==> config.mk <==
export PLATFORM = sky130hd
export DESIGN_NAME = mouse_wheel_button_led_ctrl
export DESIGN_NICKNAME = d
export VERILOG_FILES = /design/src/mwbl_pkg.sv /design/src/wheel_decoder.sv /design/src/led_driver.sv /design/src/mouse_wheel_button_led_ctrl.sv
export VERILOG_INCLUDE_DIRS = /design/src
export SDC_FILE = /design/constraint.sdc
export NUM_CORES = 1
export LEC_CHECK = 0
export ABC_AREA = 1
export BUFFER_PORTS_ARGS = -buffer_cell sky130_fd_sc_hd__buf_2
export CAP_MARGIN = 25
export CORE_UTILIZATION = 50
export DETAILED_ROUTE_END_ITERATION = 6
export GPL_TIMING_DRIVEN = 1
export MAX_ROUTING_LAYER = met4
export PLACE_DENSITY = 0.75
export SYNTH_ARGS = -nofsm -noshare
export SYNTH_HDL_FRONTEND = slang
export SYNTH_HIERARCHICAL = 1
export SYNTH_SLANG_ARGS = --single-unit
==> constraint.sdc <==
create_clock -name CLK_IN -period 2.85 [get_ports CLK_IN]
set_input_delay 0.1425 -clock CLK_IN [delete_from_list [all_inputs] [get_ports CLK_IN]]
set_output_delay 0.1425 -clock CLK_IN [all_outputs]
set_load 0.01 [all_outputs]
==> src/mwbl_consts.svh <==
`ifndef MWBL_CONSTS_SVH
`define MWBL_CONSTS_SVH
// ----------------------------------------
// register indices; byte address is four times
// ----------------------------------------
`define IDX_PAIR_HOLD 12'h00A4
`define IDX_TILT_EN 12'h0114
`define IDX_DISC_LED 12'h0115
`define IDX_BATT_LED 12'h011A
`define IDX_WHEEL_TYPE 12'h0137
`define IDX_WHEEL_FMT 12'h0138
`define IDX_WHEEL_INV 12'h0139
`define IDX_BATT_TIME 12'h0238
`define IDX_BATT_PRECONN 12'h0248
`define IDX_STATUS 12'h0300
`define IDX_SCROLL 12'h0301
// ----------------------------------------
// field positions
// ----------------------------------------
`define LED_EN_BIT 0
`define LED_PIN_BIT 1
`define LED_POL_BIT 2
`define LED_DUTY_LSB 4
`define LED_DUTY_MSB 7
`define BATT_SNIFF_LSB 8
`define BATT_SNIFF_MSB 10
// ----------------------------------------
// reset values
// ----------------------------------------
`define RST_PAIR_HOLD 16'h00C8
`define RST_LED_CFG 11'h0_71
// ----------------------------------------
// timing
// ----------------------------------------
`define CLK_MHZ 250
`define WHEEL_SAMPLE_US 2000
`define WHEEL_SAMPLE_CYC (`WHEEL_SAMPLE_US * `CLK_MHZ)
`define MS_TICK_CYC (1000 * `CLK_MHZ)
`define BLINK_SLOT_MS 16
`endif

==> src/mwbl_pkg.sv <==
package mwbl_pkg;
  // ----------------------------------------
  // types
  // ----------------------------------------
  // battery led phase
  typedef enum logic [2:0] {
    BATT_IDLE = 3'b001,
    BATT_BLINK = 3'b010,
    BATT_REST = 3'b100
  } batt_state_t;
  // wheel reporting format
  typedef enum logic {
    FMT_HALF = 1'b0,
    FMT_QUARTER = 1'b1
  } wheel_fmt_t;
endpackage

==> src/wheel_decoder.sv <==
`timescale 1ns/1ps
`include "mwbl_consts.svh"
module wheel_decoder #(
  parameter int SAMPLE_CYC = `WHEEL_SAMPLE_CYC
) (
  // clock and reset
  input wire logic clk_in,
  input wire logic rstn_in,
  input wire logic ce_in,
  // configuration
  input wire logic fmt_quarter_in,
  input wire logic invert_in,
  // encoder phases
  input wire logic phase_a_in,
  input wire logic phase_b_in,
  // signed count pulse
  output logic step_out,
  output logic step_neg_out
);
  initial
  begin
    if (SAMPLE_CYC < 2) $error("sample period too short");
  end
  // ----------------------------------------
  // direction lookup on old and new state
  // ----------------------------------------
  // returns +1, -1 or 0 as {valid, negative}
  function automatic logic [1:0] dir(input logic [1:0] o, input logic [1:0] n);
    case ({o, n})
      4'b0001, 4'b0111, 4'b1110, 4'b1000: dir = 2'b10;
      4'b0010, 4'b1011, 4'b1101, 4'b0100: dir = 2'b11;
      default: dir = 2'b00;
    endcase
  endfunction
  logic [31:0] tick_cnt; // sampling divider
  logic [31:0] next_tick_cnt;
  logic [1:0] last_state; // previous sampled state
  logic [1:0] next_last_state;
  logic half_pend; // one half step waiting
  logic next_half_pend;
  logic half_neg; // direction of waiting step
  logic next_half_neg;
  logic next_step;
  logic next_step_neg;
  logic [1:0] cur;
  logic [1:0] d;
  // ----------------------------------------
  // sampling and counting
  // ----------------------------------------
  always_comb
  begin
    cur = {phase_b_in, phase_a_in};
    d = dir(last_state, cur);
    next_tick_cnt = tick_cnt + 32'h0000_0001;
    next_last_state = last_state;
    next_half_pend = half_pend;
    next_half_neg = half_neg;
    next_step = 1'b0;
    next_step_neg = 1'b0;
    if (tick_cnt == 32'(SAMPLE_CYC - 1))
    begin
      next_tick_cnt = 32'h0000_0000;
      next_last_state = cur;
      if (d[1])
      begin
        // quarter counts each edge, half pairs them
        if (fmt_quarter_in)
        begin
          next_step = 1'b1;
          next_step_neg = d[0] ^ invert_in;
        end
        else if (half_pend && half_neg == d[0])
        begin
          next_step = 1'b1;
          next_step_neg = d[0] ^ invert_in;
          next_half_pend = 1'b0;
        end
        else
        begin
          // a reversal restarts the pair
          next_half_pend = 1'b1;
          next_half_neg = d[0];
        end
      end
    end
  end
  // state registers
  always_ff @(posedge clk_in or negedge rstn_in)
  begin
    if (!rstn_in)
    begin
      tick_cnt <= 32'h0000_0000;
      last_state <= 2'h0;
      half_pend <= 1'b0;
      half_neg <= 1'b0;
      step_out <= 1'b0;
      step_neg_out <= 1'b0;
    end
    else if (ce_in)
    begin
      tick_cnt <= next_tick_cnt;
      last_state <= next_last_state;
      half_pend <= next_half_pend;
      half_neg <= next_half_neg;
      step_out <= next_step;
      step_neg_out <= next_step_neg;
    end
  end
endmodule

==> src/led_driver.sv <==
`timescale 1ns/1ps
`include "mwbl_consts.svh"
module led_driver (
  // clock and reset
  input wire logic clk_in,
  input wire logic rstn_in,
  input wire logic ce_in,
  // timing
  input wire logic ms_tick_in,
  // request and duty
  input wire logic on_in,
  input wire logic [3:0] duty_in,
  // pwm level, before polarity
  output logic lit_out
);
  // ----------------------------------------
  // 16-step pwm, one step per ms
  // ----------------------------------------
  logic [3:0] phase; // pwm phase
  logic [3:0] next_phase;
  logic next_lit;
  // duty 0 keeps the led dark, 15 nearly always on
  always_comb
  begin
    next_phase = ms_tick_in ? phase + 4'h1 : phase;
    next_lit = on_in && (phase < duty_in);
  end
  // registers
  always_ff @(posedge clk_in or negedge rstn_in)
  begin
    if (!rstn_in)
    begin
      phase <= 4'h0;
      lit_out <= 1'b0;
    end
    else if (ce_in)
    begin
      phase <= next_phase;
      lit_out <= next_lit;
    end
  end
endmodule

==> src/mouse_wheel_button_led_ctrl.sv <==
// Design decision made here: the APB slave port.
`timescale 1ns/1ps
`include "mwbl_consts.svh"
// Contract
// wheel type picks mechanical or optical interface
// report format picks half or quarter
// invert flips sign of scroll counts
// state is phase b high, phase a low
// only defined steps produce counts
// quarter counts all, half pairs steps
// sample wheel phases every two milliseconds
// tilt sensing only when tilt enabled
// tilt pins become led outputs otherwise
// pairing press valid after programmed hold
// valid press starts pairing or unpairing
// discover led per enable, pin, level, duty
// leds only on two indicator pins
// battery led lights on low battery
// battery led per full configuration set
// battery led off before connection option
module mouse_wheel_button_led_ctrl #(
  parameter int SAMPLE_CYC = `WHEEL_SAMPLE_CYC,
  parameter int MS_CYC = `MS_TICK_CYC
) (
  // clock, reset, enable
  input wire logic CLK_IN,
  input wire logic RSTN_IN,
  input wire logic CE_IN,
  // apb slave
  input wire logic PSEL_IN,
  input wire logic PENABLE_IN,
  input wire logic PWRITE_IN,
  input wire logic [15:0] PADDR_IN,
  input wire logic [31:0] PWDATA_IN,
  output logic [31:0] PRDATA_OUT,
  output logic PREADY_OUT,
  output logic PSLVERR_OUT,
  // wheel encoder
  input wire logic WHEEL_PHASE_A_IN,
  input wire logic WHEEL_PHASE_B_IN,
  output logic WHEEL_EMITTER_DRIVE_OUT,
  // tilt pins, shared with gp pins
  input wire logic TILT_INPUT_ONE_IN,
  input wire logic TILT_INPUT_TWO_IN,
  output logic GP_PIN_THREE_OUT,
  output logic GP_PIN_THREE_OE_OUT,
  output logic GP_PIN_FOUR_OUT,
  output logic GP_PIN_FOUR_OE_OUT,
  // pairing button, active low
  input wire logic PAIR_BUTTON_N_IN,
  // system state
  input wire logic DISCOVERABLE_IN,
  input wire logic LOW_BATTERY_IN,
  input wire logic HOST_CONNECTED_IN,
  input wire logic [2:0] SNIFF_MODE_IN,
  // indicator pins
  output logic INDICATOR_OUT_ZERO_OUT,
  output logic INDICATOR_OUT_ONE_OUT,
  // events and tilt levels
  output logic SCROLL_STEP_OUT,
  output logic SCROLL_NEG_OUT,
  output logic TILT_LEFT_OUT,
  output logic TILT_RIGHT_OUT,
  output logic PAIR_REQUEST_OUT
);
  initial
  begin
    if (MS_CYC < 1) $error("ms tick must be at least one cycle");
  end
  // ----------------------------------------
  // address decode
  // ----------------------------------------
  function automatic logic hit(input logic [15:0] a, input logic [11:0] idx);
    hit = (a == {2'b00, idx, 2'b00});
  endfunction
  // ----------------------------------------
  // configuration registers
  // ----------------------------------------
  logic [15:0] pair_button_hold_time; // hold in ms
  logic [7:0] tilt_enable; // bit 0 enables tilt
  logic [7:0] wheel_type_select; // bit 0 optical
  logic [7:0] wheel_report_format; // bit 0 quarter
  logic [7:0] wheel_invert; // bit 0 invert
  logic [10:0] disc_led_cfg; // en, pin, pol, duty
  logic [10:0] batt_led_cfg; // plus sniff mask
  logic [15:0] batt_led_time; // blink, rest, total
  logic [7:0] batt_preconn_off; // bit 0 hold off
  logic [15:0] scroll_total; // signed running total
  logic [15:0] next_scroll_total;
  logic pair_sticky; // valid press seen
  logic next_pair_sticky;
  logic [31:0] next_prdata;
  logic apb_acc;
  logic apb_wr;
  logic mapped;
  // read mux and decode
  always_comb
  begin
    apb_acc = PSEL_IN && PENABLE_IN && CE_IN;
    apb_wr = apb_acc && PWRITE_IN;
    mapped = 1'b1;
    next_prdata = 32'h0000_0000;
    case (1'b1)
      hit(PADDR_IN, `IDX_PAIR_HOLD): next_prdata[15:0] = pair_button_hold_time;
      hit(PADDR_IN, `IDX_TILT_EN): next_prdata[7:0] = tilt_enable;
      hit(PADDR_IN, `IDX_DISC_LED): next_prdata[10:0] = disc_led_cfg;
      hit(PADDR_IN, `IDX_BATT_LED): next_prdata[10:0] = batt_led_cfg;
      hit(PADDR_IN, `IDX_WHEEL_TYPE): next_prdata[7:0] = wheel_type_select;
      hit(PADDR_IN, `IDX_WHEEL_FMT): next_prdata[7:0] = wheel_report_format;
      hit(PADDR_IN, `IDX_WHEEL_INV): next_prdata[7:0] = wheel_invert;
      hit(PADDR_IN, `IDX_BATT_TIME): next_prdata[15:0] = batt_led_time;
      hit(PADDR_IN, `IDX_BATT_PRECONN): next_prdata[7:0] = batt_preconn_off;
      hit(PADDR_IN, `IDX_STATUS):
        next_prdata[3:0] = {pair_sticky, TILT_RIGHT_OUT, TILT_LEFT_OUT,
          LOW_BATTERY_IN};
      hit(PADDR_IN, `IDX_SCROLL): next_prdata[15:0] = scroll_total;
      default: mapped = 1'b0; // unmapped reads zero, errors
    endcase
  end
  // register file, zero wait states
  always_ff @(posedge CLK_IN or negedge RSTN_IN)
  begin
    if (!RSTN_IN)
    begin
      pair_button_hold_time <= `RST_PAIR_HOLD;
      tilt_enable <= 8'h00;
      wheel_type_select <= 8'h00;
      wheel_report_format <= 8'h00;
      wheel_invert <= 8'h00;
      disc_led_cfg <= `RST_LED_CFG;
      batt_led_cfg <= `RST_LED_CFG;
      batt_led_time <= 16'h0000;
      batt_preconn_off <= 8'h00;
      PRDATA_OUT <= 32'h0000_0000;
      PREADY_OUT <= 1'b0;
      PSLVERR_OUT <= 1'b0;
    end
    else if (CE_IN)
    begin
      PREADY_OUT <= PSEL_IN && !PENABLE_IN;
      PSLVERR_OUT <= PSEL_IN && !PENABLE_IN && !mapped;
      PRDATA_OUT <= (PSEL_IN && !PENABLE_IN && !PWRITE_IN) ? next_prdata :
        32'h0000_0000;
      if (apb_wr && PREADY_OUT)
      begin
        if (hit(PADDR_IN, `IDX_PAIR_HOLD))
          pair_button_hold_time <= PWDATA_IN[15:0];
        if (hit(PADDR_IN, `IDX_TILT_EN))
          tilt_enable <= PWDATA_IN[7:0];
        if (hit(PADDR_IN, `IDX_DISC_LED))
          disc_led_cfg <= PWDATA_IN[10:0];
        if (hit(PADDR_IN, `IDX_BATT_LED))
          batt_led_cfg <= PWDATA_IN[10:0];
        if (hit(PADDR_IN, `IDX_WHEEL_TYPE))
          wheel_type_select <= PWDATA_IN[7:0];
        if (hit(PADDR_IN, `IDX_WHEEL_FMT))
          wheel_report_format <= PWDATA_IN[7:0];
        if (hit(PADDR_IN, `IDX_WHEEL_INV))
          wheel_invert <= PWDATA_IN[7:0];
        if (hit(PADDR_IN, `IDX_BATT_TIME))
          batt_led_time <= PWDATA_IN[15:0];
        if (hit(PADDR_IN, `IDX_BATT_PRECONN))
          batt_preconn_off <= PWDATA_IN[7:0];
      end
    end
  end
  // ----------------------------------------
  // wheel decoding
  // ----------------------------------------
  logic step; // one count
  logic step_neg; // count is negative
  wheel_decoder #(.SAMPLE_CYC(SAMPLE_CYC)) u_wheel (
    .clk_in(CLK_IN),
    .rstn_in(RSTN_IN),
    .ce_in(CE_IN),
    .fmt_quarter_in(wheel_report_format[0]),
    .invert_in(wheel_invert[0]),
    .phase_a_in(WHEEL_PHASE_A_IN),
    .phase_b_in(WHEEL_PHASE_B_IN),
    .step_out(step),
    .step_neg_out(step_neg)
  );
  // ----------------------------------------
  // ms tick, pairing timer, scroll total
  // ----------------------------------------
  logic [31:0] ms_cnt; // ms divider
  logic [31:0] next_ms_cnt;
  logic ms_tick;
  logic [15:0] hold_cnt; // ms held so far
  logic [15:0] next_hold_cnt;
  logic hold_done; // press already reported
  logic next_hold_done;
  logic next_pair_req;
  // a press counts once; releasing re-arms it
  always_comb
  begin
    ms_tick = (ms_cnt == 32'(MS_CYC - 1));
    next_ms_cnt = ms_tick ? 32'h0000_0000 : ms_cnt + 32'h0000_0001;
    next_hold_cnt = hold_cnt;
    next_hold_done = hold_done;
    next_pair_req = 1'b0;
    if (PAIR_BUTTON_N_IN)
    begin
      next_hold_cnt = 16'h0000;
      next_hold_done = 1'b0;
    end
    else if (!hold_done && hold_cnt >= pair_button_hold_time)
    begin
      next_pair_req = 1'b1;
      next_hold_done = 1'b1;
    end
    else if (ms_tick && hold_cnt != 16'hFFFF)
      next_hold_cnt = hold_cnt + 16'h0001;
    // set wins over a read-clear
    next_pair_sticky = next_pair_req ||
      (pair_sticky && !(apb_acc && !PWRITE_IN && hit(PADDR_IN, `IDX_STATUS)));
    next_scroll_total = scroll_total;
    if (step)
      next_scroll_total = step_neg ? scroll_total - 16'h0001 :
        scroll_total + 16'h0001;
  end
  // timer registers
  always_ff @(posedge CLK_IN or negedge RSTN_IN)
  begin
    if (!RSTN_IN)
    begin
      ms_cnt <= 32'h0000_0000;
      hold_cnt <= 16'h0000;
      hold_done <= 1'b0;
      pair_sticky <= 1'b0;
      PAIR_REQUEST_OUT <= 1'b0;
      scroll_total <= 16'h0000;
      SCROLL_STEP_OUT <= 1'b0;
      SCROLL_NEG_OUT <= 1'b0;
    end
    else if (CE_IN)
    begin
      ms_cnt <= next_ms_cnt;
      hold_cnt <= next_hold_cnt;
      hold_done <= next_hold_done;
      pair_sticky <= next_pair_sticky;
      PAIR_REQUEST_OUT <= next_pair_req;
      scroll_total <= next_scroll_total;
      SCROLL_STEP_OUT <= step;
      SCROLL_NEG_OUT <= step_neg;
    end
  end
  // ----------------------------------------
  // battery led sequencing
  // ----------------------------------------
  mwbl_pkg::batt_state_t bstate; // blink phase
  mwbl_pkg::batt_state_t next_bstate;
  logic [7:0] seg_cnt; // ms within blink or rest
  logic [7:0] next_seg_cnt;
  logic [11:0] total_cnt; // ms since lamp started
  logic [11:0] next_total_cnt;
  logic batt_req;
  logic batt_on;
  logic disc_lit;
  logic batt_lit;
  // time fields in 16 ms slots: blink [3:0], rest [7:4], total [15:8]
  always_comb
  begin
    batt_req = batt_led_cfg[`LED_EN_BIT] && LOW_BATTERY_IN &&
      (|(batt_led_cfg[`BATT_SNIFF_MSB:`BATT_SNIFF_LSB] & SNIFF_MODE_IN)) &&
      !(batt_preconn_off[0] && !HOST_CONNECTED_IN);
    next_bstate = bstate;
    next_seg_cnt = ms_tick ? seg_cnt + 8'h01 : seg_cnt;
    next_total_cnt = (ms_tick && total_cnt != 12'hFFF) ?
      total_cnt + 12'h001 : total_cnt;
    batt_on = 1'b0;
    case (bstate)
      mwbl_pkg::BATT_IDLE:
      begin
        next_seg_cnt = 8'h00;
        next_total_cnt = 12'h000;
        if (batt_req)
          next_bstate = mwbl_pkg::BATT_BLINK;
      end
      mwbl_pkg::BATT_BLINK:
      begin
        batt_on = 1'b1;
        if (seg_cnt >= {batt_led_time[3:0], 4'h0})
        begin
          next_bstate = mwbl_pkg::BATT_REST;
          next_seg_cnt = 8'h00;
        end
      end
      mwbl_pkg::BATT_REST:
        if (seg_cnt >= {batt_led_time[7:4], 4'h0})
        begin
          next_bstate = mwbl_pkg::BATT_BLINK;
          next_seg_cnt = 8'h00;
        end
      default: next_bstate = mwbl_pkg::BATT_IDLE;
    endcase
    // total zero means no limit; dropping the request ends it
    if (!batt_req || (batt_led_time[15:8] != 8'h00 &&
        total_cnt >= {batt_led_time[15:8], 4'h0}))
      next_bstate = batt_req ? bstate : mwbl_pkg::BATT_IDLE;
  end
  // sequencer registers
  always_ff @(posedge CLK_IN or negedge RSTN_IN)
  begin
    if (!RSTN_IN)
    begin
      bstate <= mwbl_pkg::BATT_IDLE;
      seg_cnt <= 8'h00;
      total_cnt <= 12'h000;
    end
    else if (CE_IN)
    begin
      bstate <= next_bstate;
      seg_cnt <= next_seg_cnt;
      total_cnt <= next_total_cnt;
    end
  end
  led_driver u_disc (
    .clk_in(CLK_IN),
    .rstn_in(RSTN_IN),
    .ce_in(CE_IN),
    .ms_tick_in(ms_tick),
    .on_in(disc_led_cfg[`LED_EN_BIT] && DISCOVERABLE_IN),
    .duty_in(disc_led_cfg[`LED_DUTY_MSB:`LED_DUTY_LSB]),
    .lit_out(disc_lit)
  );
  led_driver u_batt (
    .clk_in(CLK_IN),
    .rstn_in(RSTN_IN),
    .ce_in(CE_IN),
    .ms_tick_in(ms_tick),
    .on_in(batt_on && !(total_cnt >= {batt_led_time[15:8], 4'h0} &&
      batt_led_time[15:8] != 8'h00)),
    .duty_in(batt_led_cfg[`LED_DUTY_MSB:`LED_DUTY_LSB]),
    .lit_out(batt_lit)
  );
  // ----------------------------------------
  // pins: indicators, tilt, emitter
  // ----------------------------------------
  logic lit0;
  logic lit1;
  always_comb
  begin
    // each led lands only on its chosen indicator pin
    lit0 = (disc_lit && !disc_led_cfg[`LED_PIN_BIT]) ||
      (batt_lit && !batt_led_cfg[`LED_PIN_BIT]);
    lit1 = (disc_lit && disc_led_cfg[`LED_PIN_BIT]) ||
      (batt_lit && batt_led_cfg[`LED_PIN_BIT]);
  end
  always_ff @(posedge CLK_IN or negedge RSTN_IN)
  begin
    if (!RSTN_IN)
    begin
      INDICATOR_OUT_ZERO_OUT <= 1'b0;
      INDICATOR_OUT_ONE_OUT <= 1'b0;
      TILT_LEFT_OUT <= 1'b0;
      TILT_RIGHT_OUT <= 1'b0;
      GP_PIN_THREE_OUT <= 1'b0;
      GP_PIN_THREE_OE_OUT <= 1'b0;
      GP_PIN_FOUR_OUT <= 1'b0;
      GP_PIN_FOUR_OE_OUT <= 1'b0;
      WHEEL_EMITTER_DRIVE_OUT <= 1'b0;
    end
    else if (CE_IN)
    begin
      // polarity of the led owning the pin
      INDICATOR_OUT_ZERO_OUT <= lit0 ^ !(disc_led_cfg[`LED_PIN_BIT] ?
        batt_led_cfg[`LED_POL_BIT] : disc_led_cfg[`LED_POL_BIT]);
      INDICATOR_OUT_ONE_OUT <= lit1 ^ !(disc_led_cfg[`LED_PIN_BIT] ?
        disc_led_cfg[`LED_POL_BIT] : batt_led_cfg[`LED_POL_BIT]);
      // tilt pins are active-low inputs while enabled
      TILT_LEFT_OUT <= tilt_enable[0] && !TILT_INPUT_ONE_IN;
      TILT_RIGHT_OUT <= tilt_enable[0] && !TILT_INPUT_TWO_IN;
      // otherwise driven low as spare led outputs
      GP_PIN_THREE_OE_OUT <= !tilt_enable[0];
      GP_PIN_FOUR_OE_OUT <= !tilt_enable[0];
      GP_PIN_THREE_OUT <= 1'b0;
      GP_PIN_FOUR_OUT <= 1'b0;
      WHEEL_EMITTER_DRIVE_OUT <= wheel_type_select[0];
    end
  end
endmodule

==> results of run 1 <==
## sequential cells by signal, summed over array words and instances, names as in the netlist, 11 cells and up
signal                 cells
pair_button_hold_time     16
total_cnt                 12
batt_led_time             16
scroll_total              16
disc_led_cfg              11
ms_cnt                    32
batt_led_cfg              11
PRDATA_OUT                16
hold_cnt                  16
u_wheel/tick_cnt          32
## logic make-up after synthesis
group | count (synthesis)
buffers and inverters | 341
flip-flops | 258
AND/OR/NAND/NOR | 1021
multiplexers | 2
adder cells (fa/ha/maj) | 66
other | 1
XOR/XNOR | 73
AO/OA/AOI/OAI | 318
## final timing paths
kind                                           start                        to  slack, ns  cells past startpoint
worst max-delay path            u_wheel/step_neg_out          scroll_total[13]       0.38                     11
worst min-delay path                    PWDATA_IN[4]           disc_led_cfg[4]       0.05                      3
worst max register to register  u_wheel/step_neg_out          scroll_total[13]       0.38                     11
worst min register to register       u_disc/phase[3]           u_disc/phase[3]       0.48                      1
max in group asynchronous                    RSTN_IN  pair_button_hold_time[3]       1.84                      3
min in group asynchronous                    RSTN_IN                ms_cnt[18]       0.13                      2
## critical path, delay by kind of cell, from the launching register on
family / cells / cell delay, ns
flops: 1 / 0.63
simple gates: 5 / 0.45
fa+ha+maj: 1 / 0.37
compound gates: 5 / 0.87
## layer usage
| metal | GRT usage (%) | vias up | share of wire [%] |
|---|---|---|---|
| li1 | - | 6960 | - |
| met1 | 36.3 | 6764 | 46 |
| met2 | 41.7 | 401 | 46 |
| met3 | 4.20 | 53 | 6.3 |
| met4 | 5.64 | 0 | 1.8 |
| met5 | - | - | 0 |
## final cells by class
cell class | instances | area, um2
inverter | 283 | 1060
sequential | 258 | 6470
tap | 396 | 495
clock inverter | 10 | 92.6
fill | 2856 | 13100
clock buffer | 46 | 871
timing repair buffer | 111 | 718
multi-input combinational | 1498 | 7910
## power by group through the flow
stage	logic, mW	registers, mW	clock network [mW]
2_1_floorplan	0.741	4.06	0
3_3_place_gp	1.00	4.09	0
3_5_place_dp	1.03	4.10	0
4_1_cts	1.06	4.04	3.82
5_1_grt	1.20	4.07	3.96
6_report	1.05	4.04	3.76
## cell usage in the layout, fill, tap and decap left out, drive strengths merged, types with 5 or more instances in the layout
| master | instances |
|---|---|
| conb | 18 |
| clkbuf | 46 |
| inv | 283 |
| dlygate4sd3 | 16 |
| a31oi | 5 |
| or2 | 15 |
| nor2 | 188 |
| buf | 95 |
| o221ai | 8 |
| clkinv | 8 |
| a21oi | 68 |
| o2111ai | 7 |
| nor4 | 21 |
| nand3 | 115 |
| o21ai | 196 |
| nand4 | 57 |
| dfrtp | 246 |
| o31ai | 12 |
| ha | 65 |
| xor2 | 61 |
| xnor2 | 12 |
| nor3 | 60 |
| dfstp | 12 |
| nand2 | 556 |
## what timing repair did
action,4_1_cts,5_1_grt
hold buffers,16,0
endpoints found under the hold margin,93,0
endpoints found under the setup margin,0,0
==> impl_results.md, run 1 <==
* Post-Syn Area at 15,700 um2
* Root Buffer Master: clkbuf_16
* H-tree depth at 1
* Post-synth ARST share at 100%
* Via-to-Cell Ratio at 5.45
* Sequential Power Share at 45.6%
* # rows at 64
* Setup WS pre-CTS at 0.447 ns
* # diodes at 0
* Overall Global Routing Usage at 26.6%
* Final #Nets at 2,313
* Starting Density at 51.2%
* Post-route cell area at 17,600 um2
* Count of pins over their slew limit at 0
* Cell taking the most area after synthesis: dfrtp_1
* Area contributors post-synth: dfrtp_1 (39%), nand2_1 (13%), inv_1 (6.5%)
* Cell internal pwr at 6.38 mW
* TritonCTS Buffers at 30
* Post-DP HPWL at 29,900 um
* Count leader, synth: nand2_1
* DIE WIDTH at 179 um
* Failing checks: design-rule violations
* Post-Synth Simple-Gate Area at 28.9%
* Ys flop type: dfrtp_1
* Setup ws final at 0.381 ns
* CP max FO at 11
* First-pass GRT wire length at 66,400 um
* Cell Chain, Critical Path: ha_1 -> a21oi_1 -> nand2_1 -> nand2_1 -> o211ai_1 -> a21boi_0 -> o21ai_0 -> nand2_1 -> nand3_1 -> nand3_1 -> o21ai_0
* Most used cell, CP: nand2_1
* Actual slew at the worst max-slew pin at 0.751 ns
* Yosys reg bits at 258
* Post-CTS Setup Repair Bufs at 0
* WP data arrival at 2.91 ns
* Post-synthesis mux area share at 0.191%
* VDD IR max at 0.000524 V
* # DRC at 15
* EDFF count, synth at 0
* Final Non-Filler Cells at 2,602
* Total of max-cap violations at 0
* Yosys warns at 6
* Clock share of power at 42.5%
* Port Buf Inserts at 76
* Avg Synthesized Cell Area at 7.56 um2
* I/O Pins at 111
* DR vias at 14,178
* Max Clk Rate at 0.405 GHz
* Bufs on Longest Clock Path at 3
* Slowest-stage cell, CP: dfrtp_1
* Layout area overhead at 12.0%
* # placed instances at 2,530
* Vias in the first global route at 13,414
* Cell count after synthesis at 2,080
* Relative slew slack at 49.5%
* RSZ-0062 raised after global routing: no
* Die Y at 179 um
* Distinct cells, synth at 57
* Final hold vios at 0
* Leakage at 8.59 nW
* Yosys top cell area share at 39.1%
* Hold Slack at 0.0462 ns
* Switching Power at 2.47 mW
* Pwr Density at 502 nW/um2
* Worst path max stage delay at 0.63 ns
* Die area at 32,200 um2
* Clock-pin slew on the worst setup and hold paths at 0.06 ns
* Share of cells above drive strength 1 at 11.1%
* Synth Area in Compound Gates at 11.4%
* Xor/xnor share of the synthesized area at 4.06%
* Finish-stage setup viols at 0
* Sw frac at 27.9%
* Req. time, crit path at 3.29 ns
* CP endpoint kind: register
* CP startpoint kind: register
* Post-synthesis adder-cell area fraction at 5.30%
* Largest net degree at the start of global routing at 88
* Final WL at 40,900 um
* Grt ovf at 0
* Sink Count at 258
* CTS tree: yes
* Placed Area at 16,500 um2
* Clk_lat worst skew at 0.58 ns
* Pwr Total at 8.85 mW
* Sequential share of the synthesized area at 41.1%
* Outcome: finished, violations left
* # resized after CTS at 0
* Combinational family with the most area after synthesis: simple AND/OR/NAND/NOR gates
* Hold WC Path Type: primary input to register
* Combinational share of power at 11.9%
* Final Wtd Congestion at 0.939
* Average routed wire per standard cell at 15.7 um
* Layout Utilization at 57.3%
* Core footprint at 30,700 um2
* Max Clock Skew at 0.0266 ns
* Final ANT Viol Nets at 0
* Commonest cells post-synth: nand2_1 (541), inv_1 (273), dfrtp_1 (246), o21ai_0 (177), nor2_1 (170)
* Final period demand of the worst path at 2.47 ns
* Post-route clock period utilization at 86.6%
* Critical path class: register to register
* Router iterations before antenna repair at 7
* DR iter-0 viols at 1,260
* Antenna violations before repair at 0
* Sum Neg Setup Slack at 0 ns
(Power assumes the default switching activity.)
==> run 2, diff against run 1 <==
Settings changed: SETUP_SLACK_MARGIN set to 0.5.
==> run 2 against run 1 <==
  * The run still ends with design-rule violations left
  * Flip-flop and latch count unchanged
  * Combinational power about the same
  * Cell count up 0.42%
  * Clock skew down 0.0014 ns
  * Total power up 0.37%
  * Sequential power about the same
  * Final area up 0.99%
  * Critical path type unchanged
==> impl_results.md, run 2 (synthesis gave the netlist of run 1 again) <==
* Top layer in use: met4 (unchanged)
* Starting Density at 51.2% (unchanged)
* Req. time, crit path at 3.32 ns (was 3.29 ns)
* Sink Count at 258 (unchanged)
* Share of cells above drive strength 1 at 12.2% (was 11.1%)
* Regs by FF count: ms_cnt (32), u_wheel/tick_cnt (32) (unchanged)
* Sw frac at 28.0% (was 27.9%)
* Metal3 WL at 2800 um (was 2580 um)
* Clock-pin slew on the worst setup and hold paths at 0.06 ns (about the same)
* # rows at 64 (unchanged)
* Bufs on Longest Clock Path at 3 (unchanged)
* Core footprint at 30,700 um2 (unchanged)
* Failing checks: design-rule violations (unchanged)
* Count of pins over their slew limit at 0 (unchanged)
* CP max FO at 5 (was 11)
* Hold WC Path Type: primary input to register (unchanged)
* Most common cell after layout, fill and taps aside: nand2_1 (unchanged)
* # DRC at 10 (was 15)
* Setup WS pre-CTS at 0.447 ns (unchanged)
* Most used cell, CP: buf_4 (was nand2_1)
* # diodes at 0 (unchanged)
* Root Buffer Master: clkbuf_16 (unchanged)
* Setup ws final at 0.563 ns (was 0.381 ns)
* Grt ovf at 0 (unchanged)
* Die Y at 179 um (unchanged)
* CP delay by family, top: compound AO/OA/AOI/OAI gates (unchanged)
* Final ANT Viol Nets at 0 (unchanged)
* Die area at 32,200 um2 (unchanged)
* Worst Hold Path EP: wheel_report_format[3] (was disc_led_cfg[4])
* DR vias at 14,298 (was 14,178)
* Pwr Density at 499 nW/um2 (was 502 nW/um2)
* Max Clock Skew at 0.0252 ns (was 0.0266 ns)
* First-pass GRT wire length at 66,400 um (unchanged)
* Worst path max stage delay at 0.43 ns (was 0.63 ns)
* WP data arrival at 2.75 ns (was 2.91 ns)
* CP startpoint kind: register (unchanged)
* Via-to-Cell Ratio at 5.47 (was 5.45)
* Combinational share of power at 12.2% (was 11.9%)
* CTS tree: yes (unchanged)
* DIE WIDTH at 179 um (unchanged)
* Vias in the first global route at 13,418 (was 13,414)
* Final Wtd Congestion at 0.939 (unchanged)
* Router iterations before antenna repair at 7 (unchanged)
* Post-route clock period utilization at 80.2% (was 86.6%)
* Final period demand of the worst path at 2.29 ns (was 2.47 ns)
* Layout area overhead at 13.1% (was 12.0%)
* VDD IR max at 0.000523 V (was 0.000524 V)
* Clock share of power at 42.3% (was 42.5%)
* Reg-to-Reg Start: u_wheel/step_neg_out (unchanged)
* Clk_lat worst skew at 0.58 ns (about the same)
* Sum Neg Setup Slack at 0 ns (unchanged)
* Final hold vios at 0 (unchanged)
* RSZ-0062 raised after global routing: yes (was no)
* Critical path class: register to register (unchanged)
* Leakage at 8.65 nW (was 8.59 nW)
* Post-DP HPWL at 29,900 um (unchanged)
* Final WL at 41,100 um (was 40,900 um)
* TritonCTS Buffers at 30 (unchanged)
* Worst hold stages at 3 (unchanged)
* Overall Global Routing Usage at 26.6% (unchanged)
* Crit path buf inv count at 3 (was 0)
* I/O Pins at 111 (unchanged)
* R2R Setup Slk at 0.56 ns (was 0.38 ns)
* Relative slew slack at 51.1% (was 49.5%)
* Antenna violations before repair at 0 (unchanged)
* CP endpoint kind: register (unchanged)
* Reg2reg end: scroll_total[11] (was scroll_total[13])
* Min-delay src: PWDATA_IN[3] (was PWDATA_IN[4])
* Commonest non-fill, non-tap cells in the layout: nand2_1 (540), inv_1 (272), dfrtp_1 (245), o21ai_0 (175), nor2_1 (170) (was nand2_1 (541), inv_1 (273), dfrtp_1 (246), o21ai_0 (177), nor2_1 (170))
* Actual slew at the worst max-slew pin at 0.732 ns (was 0.751 ns)
* Worst-case reg-to-reg path depth at 12 (was 11)
* # placed instances at 2,530 (unchanged)
* Finish-stage setup viols at 0 (unchanged)
* Cell internal pwr at 6.40 mW (was 6.38 mW)
* Fillers at 2,837 (was 2,856)
* Switching Power at 2.49 mW (was 2.47 mW)
* Max Clk Rate at 0.437 GHz (was 0.405 GHz)
* H-tree depth at 1 (unchanged)
* Average routed wire per standard cell at 15.7 um (about the same)
* Metal2 WL at 18,900 um (about the same)
* Port Buf Inserts at 76 (unchanged)
* Slowest-stage cell, CP: dfrtp_2 (was dfrtp_1)
* Total of max-cap violations at 0 (unchanged)
* Final Non-Filler Cells at 2,613 (was 2,602)
* Metal1 wirelength at 18,600 um (was 18,700 um)
* Pwr Total at 8.88 mW (was 8.85 mW)
* Largest net degree at the start of global routing at 88 (unchanged)
* Sequential Power Share at 45.5% (was 45.6%)
* Hold Slack at 0.0314 ns (was 0.0462 ns)
* Final #Nets at 2,324 (was 2,313)
* Outcome: finished, violations left (unchanged)
* DR iter-0 viols at 1,275 (was 1,260)
* Cell Chain, Critical Path: buf_6 -> buf_4 -> ha_4 -> a21oi_2 -> nand2_2 -> nand2_1 -> o211ai_1 -> a21boi_2 -> o21ai_1 -> buf_4 -> xnor2_1 -> o21ai_0 (was ha_1 -> a21oi_1 -> nand2_1 -> nand2_1 -> o211ai_1 -> a21boi_0 -> o21ai_0 -> nand2_1 -> nand3_1 -> nand3_1 -> o21ai_0)
## run 2: cell count changes in the layout (fill, tap and decap cells not counted), moves of 2 or more
cell | previous run | this run
buf_4 | 17 | 25
nor4_2 | 1 | 3
nor4_1 | 19 | 17
ha_4 | 0 | 3
ha_1 | 65 | 61
buf_6 | 0 | 2
o21ai_0 | 177 | 175
## run 2: stage by stage
stage | area, um2 | util (%)
6_report | 17800 | 57.9
5_1_grt | 17800 | 57.9
4_1_cts | 17600 | 57.3
3_5_place_dp | 16500 | 53.7
3_3_place_gp | 16500 | 53.7
2_1_floorplan | 15800 | -
## run 2: cell type report
class | instances | area, um2 | share of cell area (%)
repair buffers | 122 | 808 | 4.54
clock inverters | 10 | 92.6 | 0.520
clock buffers | 46 | 871 | 4.89
inverters | 283 | 1060 | 5.97
multi-input cells | 1498 | 8000 | 44.9
flip-flops and latches | 258 | 6470 | 36.4
well taps | 396 | 495 | 2.78
## run 2: per-layer routing
| metal | track usage, % | vias up |
|---|---|---|
| met5 | - | - |
| met4 | 5.64 | 0 |
| met3 | 4.20 | 63 |
| met2 | 41.7 | 444 |
| met1 | 36.3 | 6803 |
| li1 | - | 6988 |
## run 2: power groups by stage
stage / combinational (mW) / clock [mW] / sequential [mW]
after floorplan: 0.741 / 0 / 4.06
after global placement: 1.00 / 0 / 4.09
after detailed placement: 1.03 / 0 / 4.10
after CTS: 1.06 / 3.82 / 4.04
after global routing: 1.24 / 3.96 / 4.07
final: 1.08 / 3.76 / 4.04
## run 2: timing repair
action                                  4_1_cts  5_1_grt
endpoints found under the setup margin       11       28
setup buffers                                 1       10
hold endpoints to repair                     93        0
pin swaps                                     1        7
gates cloned                                  0        0
hold buffers                                 16        0
resized for setup                             2       19
## run 2: worst max path at each step
stage                         start                to  slack (ns)  cells after the start
5_1_grt        u_wheel/step_neg_out  scroll_total[11]        0.41                     12
6_report       u_wheel/step_neg_out  scroll_total[11]        0.56                     12
2_1_floorplan  u_wheel/step_neg_out  scroll_total[13]        0.70                     11
3_5_place_dp   u_wheel/step_neg_out  scroll_total[13]        0.45                     12
3_3_place_gp   u_wheel/step_neg_out  scroll_total[13]        0.49                     11
4_1_cts        u_wheel/step_neg_out  scroll_total[14]        0.54                     11
## run 2: worst register-to-register path, stage by stage (launching register included)
cell and delay (ns):
dfrtp_2 0.43, buf_6 0.14, buf_4 0.14, ha_4 0.25
a21oi_2 0.15, nand2_2 0.09, nand2_1 0.06, o211ai_1 0.15
a21boi_2 0.21, o21ai_1 0.11, buf_4 0.15, xnor2_1 0.12
o21ai_0 0.18
==> run 3, diff against run 2 <==
Settings changed: PLACE_DENSITY 0.75 to 0.78.
Clock period 2.85 ns to 1.95 ns, I/O delays scaled along.
==> run 3 against run 2 <==
  * The run ends with design-rule violations, negative setup slack left
  * Maximum frequency rose by 3.0%
  * Setup slack got worse by 0.83 ns
  * Total power rose by 64%
  * Global-route usage rose by 3.3 points
  * Cell count rose by 9.6%
  * Combinational power rose to 2.8 times the previous value
  * Register-to-register slack got worse by 0.83 ns
  * Largest cell class unchanged
  * Via count rose by 17%
  * Sequential power rose by 49%
  * Critical path type unchanged
  * Wire length rose by 33%
==> impl_results.md, run 3 (synthesis gave the netlist of run 1 again) <==
* # DRC at 10 (unchanged)
* WP data arrival at 2.69 ns (was 2.75 ns)
* DR iter-0 viols at 1,736 (was 1,275)
* R2R Setup Slk at -0.27 ns (was 0.56 ns)
* Starting Density at 51.2% (unchanged)
* CTS tree: yes (unchanged)
* Final #Nets at 2,575 (was 2,324)
* Via-to-Cell Ratio at 5.86 (was 5.47)
* Layout Utilization at 73.1% (was 57.9%)
* Share of cells above drive strength 1 at 38.3% (was 12.2%)
* # diodes at 0 (unchanged)
* Placed Area at 17,800 um2 (was 16,500 um2)
* Clock-pin slew on the worst setup and hold paths at 0.06 ns (about the same)
* CP max FO at 6 (was 5)
* Commonest non-fill, non-tap cells in the layout: nand2_1 (397), dfrtp_1 (226), inv_1 (218), buf_4 (201), nor2_1 (113) (was nand2_1 (540), inv_1 (272), dfrtp_1 (245), o21ai_0 (175), nor2_1 (170))
* Core footprint at 30,700 um2 (unchanged)
* RSZ-0062 raised after global routing: yes (unchanged)
* Finish-stage setup viols at 34 (was 0)
* Pwr Density at 648 nW/um2 (was 499 nW/um2)
* VDD IR max at 0.00112 V (was 0.000523 V)
* # rows at 64 (unchanged)
* Final period demand of the worst path at 2.22 ns (was 2.29 ns)
* Die area at 32,200 um2 (unchanged)
* Antenna violations before repair at 0 (unchanged)
* Layout area overhead at 43.0% (was 13.1%)
* Failing checks: design-rule violations, negative setup slack (was design-rule violations)
* Clk_lat worst skew at 0.56 ns (was 0.58 ns)
* Post-route cell area at 22,500 um2 (was 17,800 um2)
* Critical path class: register to register (unchanged)
* Final Wtd Congestion at 0.939 (about the same)
* Largest net degree at the start of global routing at 60 (was 88)
* TritonCTS Buffers at 29 (was 30)
* Total of max-cap violations at 0 (unchanged)
* Setup ws final at -0.269 ns (was 0.563 ns)
* Router iterations before antenna repair at 7 (unchanged)
* Sink Count at 258 (unchanged)
* Final ANT Viol Nets at 0 (unchanged)
* Final hold vios at 0 (unchanged)
* Hold WC Path Type: primary input to register (unchanged)
* CP startpoint kind: register (unchanged)
* Outcome: finished, violations left (unchanged)
* Final WL at 54,800 um (was 41,100 um)
* Count of pins over their slew limit at 0 (unchanged)
* Port Buf Inserts at 76 (unchanged)
* Overall Global Routing Usage at 29.9% (was 26.6%)
* Average routed wire per standard cell at 19.1 um (was 15.7 um)
* Relative slew slack at 58.8% (was 51.1%)
* Final Non-Filler Cells at 2,863 (was 2,613)
* Root Buffer Master: clkbuf_16 (unchanged)
* Leakage at 10.5 nW (was 8.65 nW)
* First-pass GRT wire length at 74,400 um (was 66,400 um)
* Fillers at 2,025 (was 2,837)
* Req. time, crit path at 2.42 ns (was 3.32 ns)
* Vias in the first global route at 15,150 (was 13,418)
* Max Clk Rate at 0.451 GHz (was 0.437 GHz)
* Post-DP HPWL at 31,800 um (was 29,900 um)
* Footprint of the multi-input gates at 10,300 um2 (was 8000 um2)
* Die Y at 179 um (unchanged)
* Regs by FF count: ms_cnt (32), u_wheel/tick_cnt (32) (unchanged)
* Sequential cell area at 6500 um2 (was 6470 um2)
* Max Clock Skew at 0.0131 ns (was 0.0252 ns)
* H-tree depth at 1 (unchanged)
* DIE WIDTH at 179 um (unchanged)
* Setup WS pre-CTS at -0.180 ns (was 0.447 ns)
* Most common cell after layout, fill and taps aside: nand2_1 (unchanged)
* Post-route clock period utilization at 114% (was 80.2%)
* I/O Pins at 111 (unchanged)
* # placed instances at 2,666 (was 2,530)
* DR vias at 16,767 (was 14,298)
* Grt ovf at 0 (unchanged)
* Actual slew at the worst max-slew pin at 0.618 ns (was 0.732 ns)
* CP endpoint kind: register (unchanged)
* Bufs on Longest Clock Path at 3 (unchanged)
==> run 3: cell types whose count changed in the layout (fill, tap and decap cells not counted), moves of 57 or more <==
cell / change
o21ai_1: +74
buf_4: +176
nand2_1: -143
nand2_2: +91
nor2_1: -57
o21ai_0: -109
==> run 3: cell type report <==
type	count	area share, %
flip-flops and latches	258	28.9
well taps	396	2.20
inverters	283	4.89
clock inverters	6	0.373
clock buffers	48	3.94
repair buffers	367	13.9
multi-input cells	1505	45.8
==> run 3: final timing paths <==
path | start | endpoint | cells past startpoint
max in group asynchronous | RSTN_IN | pair_button_hold_time[3] | 3
min in group asynchronous | RSTN_IN | total_cnt[7] | 2
worst min-delay path | PAIR_BUTTON_N_IN | hold_cnt[14] | 3
worst max register to register | u_wheel/step_neg_out | scroll_total[9] | 12
worst min register to register | PRDATA_OUT[8] | PRDATA_OUT[8] | 2
worst max-delay path | u_wheel/step_neg_out | scroll_total[9] | 12
==> run 3: timing repair <==
action / CTS / global route
gates resized for setup: 243 / 415
hold buffers: 16 / 0
gates cloned: 5 / 10
setup endpoints to repair: 170 / 232
pin swaps: 94 / 164
hold endpoints to repair: 277 / 0
setup buffers: 61 / 51
==> run 3: power by group <==
group / switching (mW) / internal, mW
combinational: 1.72 / 1.26
sequential: 0.400 / 5.62
clock: 2.24 / 3.34
==> run 3: critical path: stages, from the launching register on <==
cell and delay, ns:
dfrtp_2 0.46, buf_6 0.17, ha_4 0.29, nand2_1 0.09
nor2_2 0.11, nand2_2 0.07, o211ai_1 0.15, a21boi_1 0.15
buf_4 0.15, buf_6 0.10, buf_6 0.10, xor2_1 0.15
o21ai_1 0.14
==> run 3: routing by layer <==
metal	track usage [%]	up-vias	part of all wire, %	wire [um]
li1	-	7542	-	-
met1	38.7	8071	38	20800
met4	9.59	0	4.7	2560
met3	4.14	224	8.3	4540
met2	48.3	930	49	26800
met5	-	-	0	0
==> run 3: per-stage QoR <==
step           total power [mW]  TNS, ns  hold WS, ns
3_3_place_gp               7.64   -0.271       0.0657
3_5_place_dp               7.70    -1.30       0.0616
5_1_grt                    15.1    -7.18       0.0550
6_report                   14.6    -3.83       0.0370
2_1_floorplan              7.06        0       -0.198
4_1_cts                    13.6    -1.01      0.00401
